==> config.mk <==
export PLATFORM = sky130hd
export DESIGN_NAME = qdsp_serial_ctrl
export DESIGN_NICKNAME = d
export VERILOG_FILES = /design/src/pkg/qdsp_pkg.sv /design/src/rtl/qdsp_sync2.sv /design/src/rtl/qdsp_chan_reg.sv /design/src/rtl/qdsp_serial_ctrl.sv
export SDC_FILE = /design/constraint.sdc
export NUM_CORES = 1
export LEC_CHECK = 0
export BUFFER_PORTS_ARGS = -buffer_cell sky130_fd_sc_hd__buf_2
export CORE_MARGIN = 4
export CORE_UTILIZATION = 29
export DETAILED_ROUTE_END_ITERATION = 12
export SLEW_MARGIN = 20
export SYNTH_ARGS = -nofsm -noshare
export SYNTH_HDL_FRONTEND = slang
export SYNTH_SLANG_ARGS = --single-unit
==> constraint.sdc <==
create_clock -name clk_sys -period 2.05 [get_ports clk_sys]
set_input_delay 0.1025 -clock clk_sys [delete_from_list [all_inputs] [get_ports clk_sys]]
set_output_delay 0.1025 -clock clk_sys [all_outputs]
set_load 0.05 [all_outputs]
==> src/pkg/qdsp_pkg.sv <==
// Package: constants, carriers and states for the quad DAC serial pin control
package qdsp_pkg;

	localparam int NUM_CH     = 4;   // DAC channels
	localparam int FRAME_BITS = 24;  // Input shift register width
	localparam int CODE_W     = 16;  // Channel code width
	localparam int CNT_W      = 5;   // Bit counter width

	localparam logic [CNT_W-1:0]  FRAME_LEN    = 5'h18;    // Bits per frame
	localparam logic [CODE_W-1:0] CODE_ZERO    = 16'h0000; // Zero scale
	localparam logic [CODE_W-1:0] CODE_MID_16  = 16'h8000; // Midscale, 16-bit variant
	localparam logic [CODE_W-1:0] CODE_MID_12  = 16'h0800; // Midscale, 12-bit variant
	localparam logic [CODE_W-1:0] CODE_MASK_16 = 16'hFFFF; // Codes 0 to 65535
	localparam logic [CODE_W-1:0] CODE_MASK_12 = 16'h0FFF; // Codes 0 to 4095

	typedef logic [FRAME_BITS-1:0] qdsp_word_t;  // One captured frame
	typedef logic [CODE_W-1:0]     qdsp_code_t;  // One channel code

	// Channel write request from the command decoder
	typedef struct packed {
		logic              valid;    // One-cycle request
		logic [NUM_CH-1:0] chanMask; // Channels addressed
		logic              update;   // Also move pending code to DAC register; written code waits
		qdsp_code_t        code;     // Straight binary code
	} qdsp_wr_t;

	// Pin bundle that crosses into the system clock
	typedef struct packed {
		logic sclk;     // Serial clock
		logic frameN;   // Frame sync, active low
		logic dataIn;   // Serial data in
		logic loadN;    // Load strobe, active low
		logic resetN;   // Reset pin, active low
		logic levelSel; // Reset level select
		logic span;     // Span select
	} qdsp_pins_t;

	// Idle pin values; reset pin idles low so power-on waits for a real high
	localparam qdsp_pins_t PIN_IDLE = '{sclk: 1'b1, frameN: 1'b1, dataIn: 1'b0,
		loadN: 1'b1, resetN: 1'b0, levelSel: 1'b0, span: 1'b0};

	typedef enum logic {FR_IDLE, FR_SHIFT} qdsp_frame_t;  // Frame states
	typedef enum logic {POR_WAIT, POR_RUN} qdsp_por_t;    // Power-on states

endpackage : qdsp_pkg

==> src/rtl/qdsp_sync2.sv <==
// Two-flop synchroniser for a bundle of pin levels
`timescale 1ns/1ns
module qdsp_sync2 #(
	parameter int             W    = 1,
	parameter logic [W-1:0]   INIT = '0
) (
	// Clock and reset
	input  wire logic         clk_sys,
	input  wire logic         rst_n,
	// Levels
	input  wire logic [W-1:0] d,
	output logic [W-1:0]      q
);

	logic [W-1:0] meta_r;  // First stage, read by second only

	// Two stages, reset to idle levels
	always_ff @(posedge clk_sys) begin
		if (!rst_n) begin
			meta_r <= INIT;
			q      <= INIT;
		end else begin
			meta_r <= d;
			q      <= meta_r;
		end
	end

endmodule : qdsp_sync2

==> src/rtl/qdsp_chan_reg.sv <==
// One channel: input register, DAC register and new-data flag
`timescale 1ns/1ns
module qdsp_chan_reg
	import qdsp_pkg::*;
(
	// Clock and reset
	input  wire logic       clk_sys,
	input  wire logic       rst_n,
	// Reset load
	input  wire logic       loadRst,
	input  wire qdsp_code_t rstCode,
	// Write and transfer
	input  wire logic       writeEn,
	input  wire qdsp_code_t writeCode,
	input  wire logic       xferEn,
	// State
	output qdsp_code_t      inputCode,
	output qdsp_code_t      dacCode,
	output logic            pending
);

	// Reset load first, then write and copy; a write beats the flag clear
	always_ff @(posedge clk_sys) begin
		if (!rst_n) begin
			inputCode <= CODE_ZERO;
			dacCode   <= CODE_ZERO;
			pending   <= 1'b0;
		end else if (loadRst) begin
			inputCode <= rstCode;
			dacCode   <= rstCode;
			pending   <= 1'b0;
		end else begin
			if (writeEn)
				inputCode <= writeCode;
			if (xferEn && pending)
				dacCode <= inputCode;
			if (writeEn)
				pending <= 1'b1;
			else if (xferEn)
				pending <= 1'b0;
		end
	end

endmodule : qdsp_chan_reg

==> src/rtl/qdsp_serial_ctrl.sv <==
// Quad DAC serial frame, load strobe, reset and span pin control
`timescale 1ns/1ns
// Behaviour
// - Frame low: one bit per falling edge, 24 bits
// - 24-bit shift register fed on falling edges
// - Serial output changes on rising clock edge
// - Serial output carries readback or daisy data
// - Load strobe copies new input codes together
// - Load strobe works pulsed or held low
// - Span select sets all four spans together
// - Reset pin acts on its falling edge
// - Load strobe ignored while reset pin low
// - Reset loads zero or midscale per select
// - Power-up code follows reset level select
// - Power-up waits while reset pin is low
// - Codes straight binary, 12 or 16 bits
module qdsp_serial_ctrl
	import qdsp_pkg::*;
(
	// System clock and reset
	input  wire logic                    clk_sys,
	input  wire logic                    rst_n,
	// Serial link pins
	input  wire logic                    sclk,
	input  wire logic                    frameSyncN,
	input  wire logic                    serial_data_in,
	output logic                         serial_data_out,
	// Strobe and level pins
	input  wire logic                    load_dac_n,
	input  wire logic                    resetPinN,
	input  wire logic                    reset_level_select,
	input  wire logic                    spanSelect,
	input  wire logic                    variant12,
	// Command decoder side
	output logic                         wordValid,
	output qdsp_word_t                   wordData,
	input  wire qdsp_wr_t                chanWrite,
	input  wire logic                    readbackLoad,
	input  wire qdsp_word_t              readbackWord,
	// Channel outputs
	output qdsp_code_t [NUM_CH-1:0]      dacCode,
	output logic [NUM_CH-1:0]            inputPending,
	output logic                         spanDouble,
	output logic                         porDone
);

	////////////////////////////////////////////////////////////////////////////
	// Pin synchronisation and edge detection

	qdsp_pins_t pinsRaw;   // Raw pin bundle
	qdsp_pins_t pinsSync;  // Pins after two flops
	qdsp_pins_t pinsPrev_r; // Pins one cycle later

	assign pinsRaw = '{sclk: sclk, frameN: frameSyncN, dataIn: serial_data_in,
		loadN: load_dac_n, resetN: resetPinN, levelSel: reset_level_select,
		span: spanSelect};

	// Two-flop crossing of every pin
	qdsp_sync2 #(
		.W    ($bits(qdsp_pins_t)),
		.INIT (PIN_IDLE)
	) uSync (
		.clk_sys (clk_sys),
		.rst_n   (rst_n),
		.d       (pinsRaw),
		.q       (pinsSync)
	);

	// Delayed copy for edge finding
	always_ff @(posedge clk_sys) begin
		if (!rst_n)
			pinsPrev_r <= PIN_IDLE;
		else
			pinsPrev_r <= pinsSync;
	end

	wire sclkFall  = pinsPrev_r.sclk & ~pinsSync.sclk;      // Serial clock fell
	wire sclkRise  = ~pinsPrev_r.sclk & pinsSync.sclk;      // Serial clock rose
	wire frameFall = pinsPrev_r.frameN & ~pinsSync.frameN;  // Frame opened
	wire frameRise = ~pinsPrev_r.frameN & pinsSync.frameN;  // Frame closed
	wire resetFall = pinsPrev_r.resetN & ~pinsSync.resetN;  // Reset pin fell

	////////////////////////////////////////////////////////////////////////////
	// Frame state machine and bit counter

	qdsp_frame_t       frState_r;    // Frame state
	qdsp_frame_t       frState_nxt;  // Next frame state
	logic [CNT_W-1:0]  bitCnt_r;     // Bits captured this frame
	logic [CNT_W-1:0]  bitCnt_nxt;   // Next bit count

	wire inFrame  = (frState_r == FR_SHIFT);          // Frame open
	wire frameFull = (bitCnt_r == FRAME_LEN);          // All bits taken
	wire shiftEn  = inFrame & sclkFall & ~frameFull;  // Capture a bit

	// Next state and count
	always_comb begin
		frState_nxt = frState_r;
		bitCnt_nxt  = bitCnt_r;
		unique case (frState_r)
			FR_IDLE: begin
				// Frame sync low starts counting
				if (frameFall) begin
					frState_nxt = FR_SHIFT;
					bitCnt_nxt  = '0;
				end
			end
			FR_SHIFT: begin
				// Rising sync ends the frame; extra edges are ignored
				if (frameRise)
					frState_nxt = FR_IDLE;
				else if (shiftEn)
					bitCnt_nxt = bitCnt_r + 1'b1;
			end
		endcase
	end

	// Frame state registers
	always_ff @(posedge clk_sys) begin
		if (!rst_n) begin
			frState_r <= FR_IDLE;
			bitCnt_r  <= '0;
		end else begin
			frState_r <= frState_nxt;
			bitCnt_r  <= bitCnt_nxt;
		end
	end

	////////////////////////////////////////////////////////////////////////////
	// Shift register, serial output and word hand-off

	qdsp_word_t shiftReg_r;  // Input shift register
	logic       sdo_r;       // Serial output flop

	wire sdoUpdate  = (inFrame & sclkRise) | frameFall;       // Output moves here
	wire wordDone   = inFrame & frameRise & frameFull;        // Full frame closed
	wire rbLoadOk   = readbackLoad & ~inFrame;                // Readback between frames

	// Shift on falling edges; readback word loads only between frames
	always_ff @(posedge clk_sys) begin
		if (!rst_n)
			shiftReg_r <= '0;
		else if (shiftEn)
			shiftReg_r <= {shiftReg_r[FRAME_BITS-2:0], pinsSync.dataIn};
		else if (rbLoadOk)
			shiftReg_r <= readbackWord;
	end

	// Oldest bit goes out on rising edges, ready for the next falling edge
	always_ff @(posedge clk_sys) begin
		if (!rst_n)
			sdo_r <= 1'b0;
		else if (sdoUpdate)
			sdo_r <= shiftReg_r[FRAME_BITS-1];
	end

	assign serial_data_out = sdo_r;

	// Word hand-off pulse on the closing edge of a full frame
	always_ff @(posedge clk_sys) begin
		if (!rst_n) begin
			wordValid <= 1'b0;
			wordData  <= '0;
		end else begin
			wordValid <= wordDone;
			if (wordDone)
				wordData <= shiftReg_r;
		end
	end

	////////////////////////////////////////////////////////////////////////////
	// Power-on sequence and reset pin

	qdsp_por_t  porState_r;  // Power-on state
	qdsp_code_t resetCode;   // Zero or midscale
	qdsp_code_t codeMask;    // Variant code range
	qdsp_code_t midCode;     // Variant midscale

	assign midCode   = variant12 ? CODE_MID_12 : CODE_MID_16;
	assign codeMask  = variant12 ? CODE_MASK_12 : CODE_MASK_16;
	assign resetCode = pinsSync.levelSel ? midCode : CODE_ZERO;

	wire porRelease = (porState_r == POR_WAIT) & pinsSync.resetN;
	wire loadRst    = porRelease | ((porState_r == POR_RUN) & resetFall);

	// Stay in wait until the reset pin is seen high
	always_ff @(posedge clk_sys) begin
		if (!rst_n)
			porState_r <= POR_WAIT;
		else if (porRelease)
			porState_r <= POR_RUN;
	end

	assign porDone = (porState_r == POR_RUN);

	////////////////////////////////////////////////////////////////////////////
	// Load strobe, writes and channel registers

	logic [NUM_CH-1:0] chanXfer;   // Per-channel copy enable
	logic [NUM_CH-1:0] chanWr;     // Per-channel write enable
	qdsp_code_t [NUM_CH-1:0] inputCodes; // Input register contents
	qdsp_code_t writeCode;         // Code cut to variant range

	// Strobe level low copies; pulsed or tied low both work, reset pin low blocks it
	wire strobeGo = porDone & pinsSync.resetN & ~pinsSync.loadN;
	wire wrOk     = porDone & chanWrite.valid;                    // Writes after power-on

	assign writeCode = chanWrite.code & codeMask;

	genvar gi;
	generate
		for (gi = 0; gi < NUM_CH; gi++) begin : gChan
			assign chanWr[gi]   = wrOk & chanWrite.chanMask[gi];
			assign chanXfer[gi] = strobeGo | (chanWr[gi] & chanWrite.update);

			// Channel register pair
			qdsp_chan_reg uChan (
				.clk_sys   (clk_sys),
				.rst_n     (rst_n),
				.loadRst   (loadRst),
				.rstCode   (resetCode),
				.writeEn   (chanWr[gi]),
				.writeCode (writeCode),
				.xferEn    (chanXfer[gi]),
				.inputCode (inputCodes[gi]),
				.dacCode   (dacCode[gi]),
				.pending   (inputPending[gi])
			);
		end
	endgenerate

	// One span bit drives all channels
	always_ff @(posedge clk_sys) begin
		if (!rst_n)
			spanDouble <= 1'b0;
		else
			spanDouble <= pinsSync.span;
	end
endmodule : qdsp_serial_ctrl

==> results of run 1 <==
-- cell usage after synthesis, types with 5 or more instances --
master	n	share of area, %
nand2_1	173	8.4
a221oi_1	7	0.79
nor2_1	100	4.8
o21ai_1	7	0.45
a211oi_1	24	2.3
nand2b_1	11	0.89
buf_2	23	1.5
clkbuf_1	24	1.2
dfxtp_1	207	53
buf_4	9	0.87
nand3b_1	5	0.48
and3_1	5	0.40
mux2i_1	81	10
and2_1	11	0.89
nor2b_1	5	0.40
a21oi_1	90	5.8
nand3_1	9	0.58
-- where the power goes --
group	total, W	leakage [nW]	internal, W	switching, W
combinational	0.000513	2.45	0.000211	0.000302
clock	0.00489	0.444	0.00321	0.00167
sequential	0.00416	1.68	0.00411	0.0000521
total	0.00955	4.58	0.00753	0.00202
-- path summary, 6_finish.rpt --
kind | startpoint | end | slack [ns] | depth (start not counted)
setup / recovery | uSync.q[2]$_SDFF_PN0_ | gChan[2].uChan.inputCode[4]$_SDFFE_PN0P_ | 0.21 | 5
hold / removal | chanWrite[13] | gChan[3].uChan.inputCode[13]$_SDFFE_PN0P_ | 0.05 | 4
setup reg to reg | uSync.q[2]$_SDFF_PN0_ | gChan[2].uChan.inputCode[4]$_SDFFE_PN0P_ | 0.21 | 5
hold reg to reg | uSync.meta_r[6]$_SDFF_PN1_ | uSync.q[6]$_SDFF_PN1_ | 0.40 | 1
-- layer usage --
layer	part of all wire [%]	global-route usage, %
met1	46	18.58
met5	0.13	0
met3	9.4	4.528
met4	2.2	3.418
met2	42	20.78
-- final cells by class --
class / count / area (µm²)
inverter: 3 / 11.26
antenna: 2 / 5.005
sequential: 207 / 4144
tap: 335 / 419.2
timing repair buffer: 212 / 1384
clock buffer: 34 / 688.2
fill: 2551 / 16040
multi-input combinational: 576 / 3282
clock inverter: 9 / 234.0
-- registers in the layout, summed over array words and instances (netlist names) --
name	flops
wordValid	1
gChan.uChan.pending	4
spanDouble	1
gChan.uChan.inputCode	64
bitCnt_r	5
uSync.meta_r	7
serial_data_out	1
gChan.uChan.dacCode	64
frState_r	1
pinsPrev_r	3
shiftReg_r	24
wordData	24
uSync.q	7
porDone	1
-- cell usage in the layout (no fill, tap or decap), types with 5 or more instances in the layout --
cell type and n:
buf_2 152, clkbuf_1 5, nand2b_1 11, o21ai_1 7, a211oi_1 24, nand3b_1 5
a21oi_1 90, nor2_1 100, clkbuf_16 24, and3_2 5, and2_1 11, dlygate4sd3_1 44
dfxtp_1 207, bufinv_16 7, buf_4 11, nand3_1 9, nand2_1 173, buf_12 5
mux2i_1 81, clkbuf_8 5, a221oi_1 7
-- timing repair --
item / 4_1_cts / 5_1_grt
gates resized for setup: 0 / 1
buffers inserted: 0 / 0
setup endpoints to repair: 0 / 24
endpoints found under the hold margin: 78 / 0
hold buffers: 44 / 0
-- worst max-delay path: cells and delay by family, from the launching register on --
family                 cells  cell delay, ns
buffers and inverters      1            0.23
and+or+nand+nor            3            0.85
DFF                        1            0.39
AOI/OAI and AO/OA          1            0.20
-- through the flow --
stage	total power (W)	instance area [µm²]	hold slack, ns
after floorplan	0.004526	7776	0.2040
after global placement	0.004688	8798	0.2871
after detailed placement	0.004692	8798	0.2896
after CTS	0.009657	10160	0.04215
after global routing	0.009886	10160	0.07134
final	0.009555	10170	0.04679
-- logic make-up (layout without fill, tap and decap cells) --
logic type,Yosys count,after routing,synth area share (%)
AO/OA/AOI/OAI,153,153,12.39
adder cells (fa/ha/maj),2,2,0.3218
buffers and inverters,65,258,4.618
flip-flops,207,207,53.29
multiplexers,81,81,10.43
other,0,2,0
AND/OR/NAND/NOR,340,340,18.95
==> impl_metrics.toml, run 1 <==
[run_status]
status = "finished, final reports clean"

[drt]
postRouteAntennaNets = 0
drt_first_pass_iters = 4
drt_iter0_drc = 376
wl_per_cell_um = 14.98
dr_total_vias = 6315
via_per_inst = 4.583
detail_route.wirelength_um = 20640
drc = 0

[synth]
synth.avg_cell_area_um2 = 9.170
ys_ff_latch = 207
ys_async_sr_fraction_pct = 0
ys_types = 47
yosysWarnings = 0
synthFlopType = "dfxtp_1"
seq_area_frac_synth_pct = 53.29
syn_nets = 907
synth-edff-count = 0
synth_cells = 848
synth_area_um2 = 7776

[power_and_ir_drop]
power_leakage_nw = 4.576
max-vdd-ir-drop_mv = 0.5109
pwr_density_cell_nw_per_um2 = 939.8

[floorplanning]
die_w_um = 171.8
initial_core_util_pct = 29.67
dieArea_um2 = 29500
row_count = 59
pin_count = 153
fp.dieH_um = 171.8
design.core.area_um2 = 26210

[cells_and_area]
nNetsFinal = 1083
instances_no_fill = 1378
drive_gt1_share_pct = 21.42
finish.utilization_pct = 38.80
synthToLayoutAreaGrowth_pct = 30.75

[clock_tree]
numCtsBuffers = 24
cts_root_buf = "clkbuf_16"
cts_htree_levels = 1
clk_pin_slew_ns = 0.06
cts_buffer_depth = 3
numClockSinks = 207
insertion_delay_ns = 0.52
cts_tree = "done"

[sta]
tightestPinTransition_ns = 0.6644
fin_ws_ns = 0.2087
max_freq_mhz = 543.1
period_share_pct = 89.82
finalHoldViolCount = 0
skew_ns = 0.02004
setup_viol = 0
relSlewSlack_pct = 55.70
finalCriticalPeriod_ns = 1.841
rsz0062_at_grt = "false"
fin_setup_tns_ns = 0
slew_violations = 0

[setup_path]
slowest_stage = "and2_1"
cp_max_fo = 116
critPathKind = "flop to flop"
cp_data_required_time_ns = 2.49
critPathMaxStageDelay_ns = 0.58
end_kind = "flop"
crit_arrival_ns = 2.28
worstSetupStartpointType = "flop"
crit_chain = "nand3b_1, and2_1, nand2_4, buf_12, a21oi_1"

[flow_run]
drv_cap = 0

[grt]
grt_pass1_wl_um = 32630
grt.total_usage_pct = 13.59
gr-total-overflow = 0
grt_pass1_vias = 6029
antenna_found_initial = 4
grt_start_max_net_pins = 117

[min_path]
hold_path.class = "input pin to flop"

[placed_design]
port_buffers = 152
dp_hpwl_um = 13980
dp_slack_ns = 0.06469
dpl.cell_count = 1289
gp_congestion = 0.7780
Power figures use the tool's default switching activity.
==> inputs of run 2 (changes only) <==
--- a/config.mk
+++ b/config.mk
@@ -8,6 +8,7 @@
 export BUFFER_PORTS_ARGS = -buffer_cell sky130_fd_sc_hd__buf_2
 export CORE_MARGIN = 4
 export CORE_UTILIZATION = 29
+export CTS_BUF_LIST = sky130_fd_sc_hd__clkbuf_16
 export DETAILED_ROUTE_END_ITERATION = 12
 export SLEW_MARGIN = 20
 export SYNTH_ARGS = -nofsm -noshare
==> run 2 against run 1 <==
- count of clock-buffer cells in the layout fell by 10
- clock power is 4.7% lower
- hold slack lost 0.00066 ns
- fmax fell by 0.46%
- die area is the same
- critical path depth decreased by 1
- critical path type unchanged
- sequential power about the same
- largest cell class unchanged
- non-clock buffer count unchanged
- sequential cell count stayed put
- global-route usage barely moved
- via count rose by 0.30%
- final cell count did not move
- largest power group unchanged
==> impl_metrics.toml, run 2 (synthesis results as in run 1) <==
[drt]
drc = 0
via_per_inst = 4.597
detail_route.wirelength_um = 20630
drt_first_pass_iters = 4
postRouteAntennaNets = 0
wl_per_cell_um = 14.97
dr_total_vias = 6334
drt_iter0_drc = 356

[floorplanning]
fp.dieH_um = 171.8
die_w_um = 171.8
row_count = 59
design.core.area_um2 = 26210
initial_core_util_pct = 29.67
pin_count = 153
dieArea_um2 = 29500

[flow_run]
drv_cap = 0

[clock_tree]
insertion_delay_ns = 0.52
cts_root_buf = "clkbuf_16"
numCtsBuffers = 24
cts_tree = "done"
numClockSinks = 207
cts_htree_levels = 1
cts_buffer_depth = 3
clk_pin_slew_ns = 0.06
post_cts_buffers = 0

[cells_and_area]
drive_gt1_share_pct = 20.94
largestRegisters = "gChan.uChan.dacCode (64), gChan.uChan.inputCode (64)"
finish.utilization_pct = 38.61
final_cell_mix = "207 x dfxtp_1, 173 x nand2_1, 152 x buf_2, 100 x nor2_1, 90 x a21oi_1"
nNetsFinal = 1083
synthToLayoutAreaGrowth_pct = 30.10
layout_commonest_cell = "dfxtp_1"

[min_path]
min_path_cells = 4
hold_end = "gChan[3].uChan.inputCode[13]$_SDFFE_PN0P_"
hold_path.class = "input pin to flop"
hp-start = "chanWrite[13]"

[sta]
setup_viol = 0
finalCriticalPeriod_ns = 1.850
finalHoldViolCount = 0
fin_setup_tns_ns = 0
period_share_pct = 90.24
max_freq_mhz = 540.6
relSlewSlack_pct = 55.06
skew_ns = 0.01951
tightestPinTransition_ns = 0.6741
rsz0062_at_grt = "false"
slew_violations = 0

[setup_path]
end_kind = "flop"
crit_arrival_ns = 2.30
crit_start = "uSync.q[2]$_SDFF_PN0_"
critPathMaxStageDelay_ns = 0.59
critPathKind = "flop to flop"
cp_data_required_time_ns = 2.50
critPathTopFamily = "simple AND/OR/NAND/NOR gates"
slowest_stage = "and2_1"
critPathBufInv = 0
worst-r2r-setup-slack_ns = 0.20
worstSetupStartpointType = "flop"
r2r_start = "uSync.q[2]$_SDFF_PN0_"
crit_chain = "nand3b_1, and2_1, a21boi_0, a21oi_1"
r2r-end = "gChan[3].uChan.inputCode[11]$_SDFFE_PN0P_"
reg2reg_depth = 4
cp_max_fo = 19

[power_and_ir_drop]
pwr_density_cell_nw_per_um2 = 921.8
max-vdd-ir-drop_mv = 0.5134
power_leakage_nw = 4.569

[placed_design]
gp_congestion = 0.7780
port_buffers = 152
dp_hpwl_um = 13980

[grt]
grt_pass1_wl_um = 32550
grt.total_usage_pct = 13.56
grt_pass1_vias = 6013
grt_start_max_net_pins = 117
antenna_found_initial = 4
gr-total-overflow = 0

[run_status]
status = "finished, final reports clean"
[run 2: cell types whose count changed in the layout (fill, tap and decap cells not counted), sizes merged]
cell / before / now
inv: 3 / 8
clkinv: 1 / 6
clkbuf: 34 / 24
[run 2: report_power, final]
| part | total [W] | internal [W] | leakage (nW) | switching [W] |
|---|---|---|---|---|
| Combinational | 0.000512 | 0.000211 | 2.45 | 0.000302 |
| Sequential | 0.00416 | 0.00411 | 1.68 | 0.0000521 |
| Clock | 0.00466 | 0.00300 | 0.436 | 0.00165 |
| Total | 0.00933 | 0.00732 | 4.57 | 0.00201 |
[run 2: final cells by class]
cell class                      count  area (µm²)
Antenna cell                        2       5.005
Multi-Input combinational cell    576        3282
Inverter                            3       11.26
Sequential cell                   207        4144
Timing Repair Buffer              212        1384
Clock buffer                       24       600.6
Tap cell                          335       419.2
Fill cell                        2556       16090
Clock inverter                     19       271.5
[run 2: what timing repair did]
item / CTS / global route
hold buffers: 44 / 0
setup endpoints to repair: 0 / 24
gates resized for setup: 0 / 1
endpoints found under the hold margin: 78 / 0
[run 2: per-stage QoR]
step / power (W) / cell area [µm²] / cells / hold WS [ns] / setup slack [ns]
after floorplan: 0.004526 / 7776 / 848 / 0.2040 / 0.2384
after global placement: 0.004688 / 8798 / 1289 / 0.2871 / 0.1463
after detailed placement: 0.004692 / 8798 / 1289 / 0.2896 / 0.06469
after CTS: 0.009436 / 10110 / 1376 / 0.04215 / 0.05558
after global routing: 0.009661 / 10110 / 1377 / 0.07134 / 0.03805
final: 0.009326 / 10120 / 1378 / 0.04613 / 0.2002
[run 2: worst max path at each step]
stage	end	slack (ns)	cells after the start
global placement	wordData[7]$_SDFFE_PN0P_	0.15	6
detailed placement	wordData[13]$_SDFFE_PN0P_	0.06	6
floorplan	gChan[0].uChan.dacCode[0]$_SDFFE_PN0P_	0.24	7
global route	gChan[3].uChan.inputCode[11]$_SDFFE_PN0P_	0.04	4
finish	gChan[3].uChan.inputCode[11]$_SDFFE_PN0P_	0.20	4
CTS	wordData[13]$_SDFFE_PN0P_	0.06	6
[run 2: routing by layer]
metal	up-vias	part of all wire, %	global-route usage, %
met3	40	8.8	4.528
met5	-	0.13	0
met2	178	42	20.69
met1	2893	47	18.57
li1	3219	-	-
met4	4	2.2	3.418
[run 2: tightest hold or removal path, delay by kind of cell]
family	cells	cell delay, ns
compound gates	1	0.05
buf+inv	1	0.10
simple gates	2	0.26
==> inputs of run 3 (changes only) <==
--- a/config.mk
+++ b/config.mk
@@ -5,6 +5,7 @@
 export SDC_FILE = /design/constraint.sdc
 export NUM_CORES = 1
 export LEC_CHECK = 0
+export ABC_AREA = 1
 export BUFFER_PORTS_ARGS = -buffer_cell sky130_fd_sc_hd__buf_2
 export CORE_MARGIN = 4
 export CORE_UTILIZATION = 29
==> run 3 against run 2 <==
- worst setup slack better by 0.051 ns
- synthesized area is 4.3% higher
- final cell count is 15% higher
- critical path type unchanged
- largest cell class unchanged
- largest power group unchanged
==> impl_metrics.toml, run 3 <==
[setup_path]
crit_arrival_ns = 2.25
worstSetupStartpointType = "flop"
critPathKind = "flop to flop"
end_kind = "flop"
cp_data_required_time_ns = 2.50
cp_max_fo = 29

[power_and_ir_drop]
power_switching_w = 0.002132
power_leakage_nw = 4.780
pwr_density_cell_nw_per_um2 = 879.2
max-vdd-ir-drop_mv = 0.5080
swShare_pct = 23.56
p_seq_share_pct = 46.1
combPwrFrac_pct = 7.5
p_int_w = 0.006917
clockPowerShare_pct = 46.4

[floorplanning]
initial_core_util_pct = 29.76
die_w_um = 175.2
pin_count = 153
fp.dieH_um = 175.2
row_count = 60
design.core.area_um2 = 27250
dieArea_um2 = 30710

[placed_design]
dp_hpwl_um = 15410
port_buffers = 152
gp_congestion = 0.7991

[clock_tree]
numClockSinks = 207
cts_tree = "done"
cts_buffer_depth = 3
cts_root_buf = "clkbuf_16"
cts_htree_levels = 1
numCtsBuffers = 23
clk_pin_slew_ns = 0.06
post_cts_buffers = 0
insertion_delay_ns = 0.52

[min_path]
hold_path.class = "input pin to flop"

[synth]
yosysMostFrequentCell = "nand2_1"
synth_top_area_share_pct = 51.10
synth.avg_cell_area_um2 = 7.874
yosysTopAreaCell = "dfxtp_1"
syn_nets = 1089
ys_ff_latch = 207
synth_fa_ha_area_share_pct = 0.3085
synth-compound-area-share_pct = 14.92
synth.area.mux_share_pct = 0
synth_top_family_by_area = "simple AND/OR/NAND/NOR gates"
ys_top_cells_by_area = "dfxtp_1 51%, nand2_1 9.8%, nor2_1 7.9%"
synth-edff-count = 0
seq_area_frac_synth_pct = 51.10
synth_area_um2 = 8110
synth_top_cells_by_count = "211 x nand2_1, 207 x dfxtp_1, 171 x nor2_1"
ys_types = 36
ys_async_sr_fraction_pct = 0
synthXorXnorAreaFrac_pct = 0
synth_simple_gate_area_share_pct = 26.55
synth_cells = 1030
synthFlopType = "dfxtp_1"
yosysWarnings = 0

[drt]
drc = 0
met2_length_um = 10590
wl_per_cell_um = 14.45
dr_total_vias = 7184
wl_met3_um = 1431
drt_iter0_drc = 468
drt_first_pass_iters = 5
via_per_inst = 4.515
detail_route.wirelength_um = 22980
postRouteAntennaNets = 0
wl_met1_um = 10570
maxUsedRoutingLayer = "met4"

[sta]
setup_viol = 0
fin_setup_tns_ns = 0
skew_ns = 0.02635
period_share_pct = 87.75
slew_violations = 0
rsz0062_at_grt = "false"
relSlewSlack_pct = 48.20
finalCriticalPeriod_ns = 1.799
tightestPinTransition_ns = 0.7771
finalHoldViolCount = 0
holdWs_ns = 0.005675
max_freq_mhz = 555.9

[grt]
grt_start_max_net_pins = 80
antenna_found_initial = 2
grt.total_usage_pct = 14.40
grt_pass1_wl_um = 36640
gr-total-overflow = 0
grt_pass1_vias = 6772

[cells_and_area]
final_cell_mix = "211 x nand2_1, 207 x dfxtp_1, 171 x nor2_1, 152 x buf_2, 93 x o21ai_0"
drive_gt1_share_pct = 20.30
fillers = 2850
layout_commonest_cell = "nand2_1"
synthToLayoutAreaGrowth_pct = 26.91
nNetsFinal = 1261
largestRegisters = "gChan.uChan.dacCode (64), gChan.uChan.inputCode (64)"

[flow_run]
drv_cap = 0

[run_status]
status = "finished, final reports clean"
-- run 3: changes by cell type after synthesis, moves of 11 or more --
| cell | delta |
|---|---|
| and2_1 | -11 |
| o21ai_0 | +92 |
| nand2_1 | +38 |
| mux2i_1 | -81 |
| nand2b_1 | -11 |
| nand4_1 | +18 |
| a211oi_1 | -23 |
| o211a_1 | +24 |
| nand3_1 | +41 |
| nor2_1 | +71 |
| inv_1 | +46 |
-- run 3: area by class of cell --
type / instances / area [µm²] / share of cell area, %
diodes: 2 / 5.005 / 0.04863
inverters: 57 / 219.0 / 2.127
clock inverters: 17 / 192.7 / 1.872
clock buffers: 23 / 575.6 / 5.592
well taps: 372 / 465.4 / 4.522
multi-input cells: 704 / 3400 / 33.03
repair buffers: 209 / 1291 / 12.55
flip-flops and latches: 207 / 4144 / 40.26
-- run 3: path summary, 6_finish.rpt --
| check | from | endpoint | slack [ns] | cells after the start |
|---|---|---|---|---|
| worst max register to register | porDone$_SDFFE_PN0P_ | gChan[2].uChan.dacCode[12]$_SDFFE_PN0P_ | 0.25 | 6 |
| worst max-delay path | porDone$_SDFFE_PN0P_ | gChan[2].uChan.dacCode[12]$_SDFFE_PN0P_ | 0.25 | 6 |
| worst min-delay path | chanWrite[1] | gChan[1].uChan.inputCode[1]$_SDFFE_PN0P_ | 0.006 | 5 |
| worst min register to register | uSync.meta_r[6]$_SDFF_PN1_ | uSync.q[6]$_SDFF_PN1_ | 0.41 | 1 |
-- run 3: per-layer routing --
| metal | up-vias | track usage [%] |
|---|---|---|
| li1 | 3709 | - |
| met1 | 3248 | 19.55 |
| met2 | 196 | 23.89 |
| met3 | 31 | 3.029 |
| met4 | 0 | 2.684 |
| met5 | - | 0 |
-- run 3: cell families (layout without fill, tap and decap cells) --
family          Yosys count  count (layout)
buf+inv                 120             306
other cells               0               2
fa+ha+maj                 2               2
compound gates          213             213
simple gates            488             489
flops                   207             207
-- run 3: power by group through the flow --
| stage | Sequential, W | Clock [W] | Combinational, W |
|---|---|---|---|
| 3_5_place_dp | 0.00426 | 0 | 0.000620 |
| 3_3_place_gp | 0.00426 | 0 | 0.000617 |
| 2_1_floorplan | 0.00428 | 0 | 0.000398 |
| 4_1_cts | 0.00417 | 0.00430 | 0.000676 |
| 5_1_grt | 0.00418 | 0.00447 | 0.000758 |
| 6_report | 0.00417 | 0.00420 | 0.000679 |
-- run 3: what timing repair did --
action                                  4_1_cts  5_1_grt
gates resized for setup                       0        1
endpoints found under the setup margin        0        6
endpoints found under the hold margin        44        0
hold buffers                                 36        0
-- run 3: critical path, cell delays in order, from the launching register on --
cell	delay (ns)
dfxtp_1	0.46
nand2_2	0.16
nand2_8	0.22
inv_6	0.15
nor2_4	0.45
o21ai_0	0.19
nor2_1	0.11
-- run 3: through the flow --
stage	setup WS, ns	std cells	util, %	power (W)	instance area [µm²]
2_1_floorplan	0.3076	1030	-	0.004682	8110
3_3_place_gp	0.2415	1512	33.57	0.004877	9148
3_5_place_dp	0.2456	1512	33.57	0.004881	9148
4_1_cts	0.2343	1588	37.71	0.009145	10280
5_1_grt	0.01951	1591	37.77	0.009410	10290
6_report	0.2510	1591	37.77	0.009049	10290
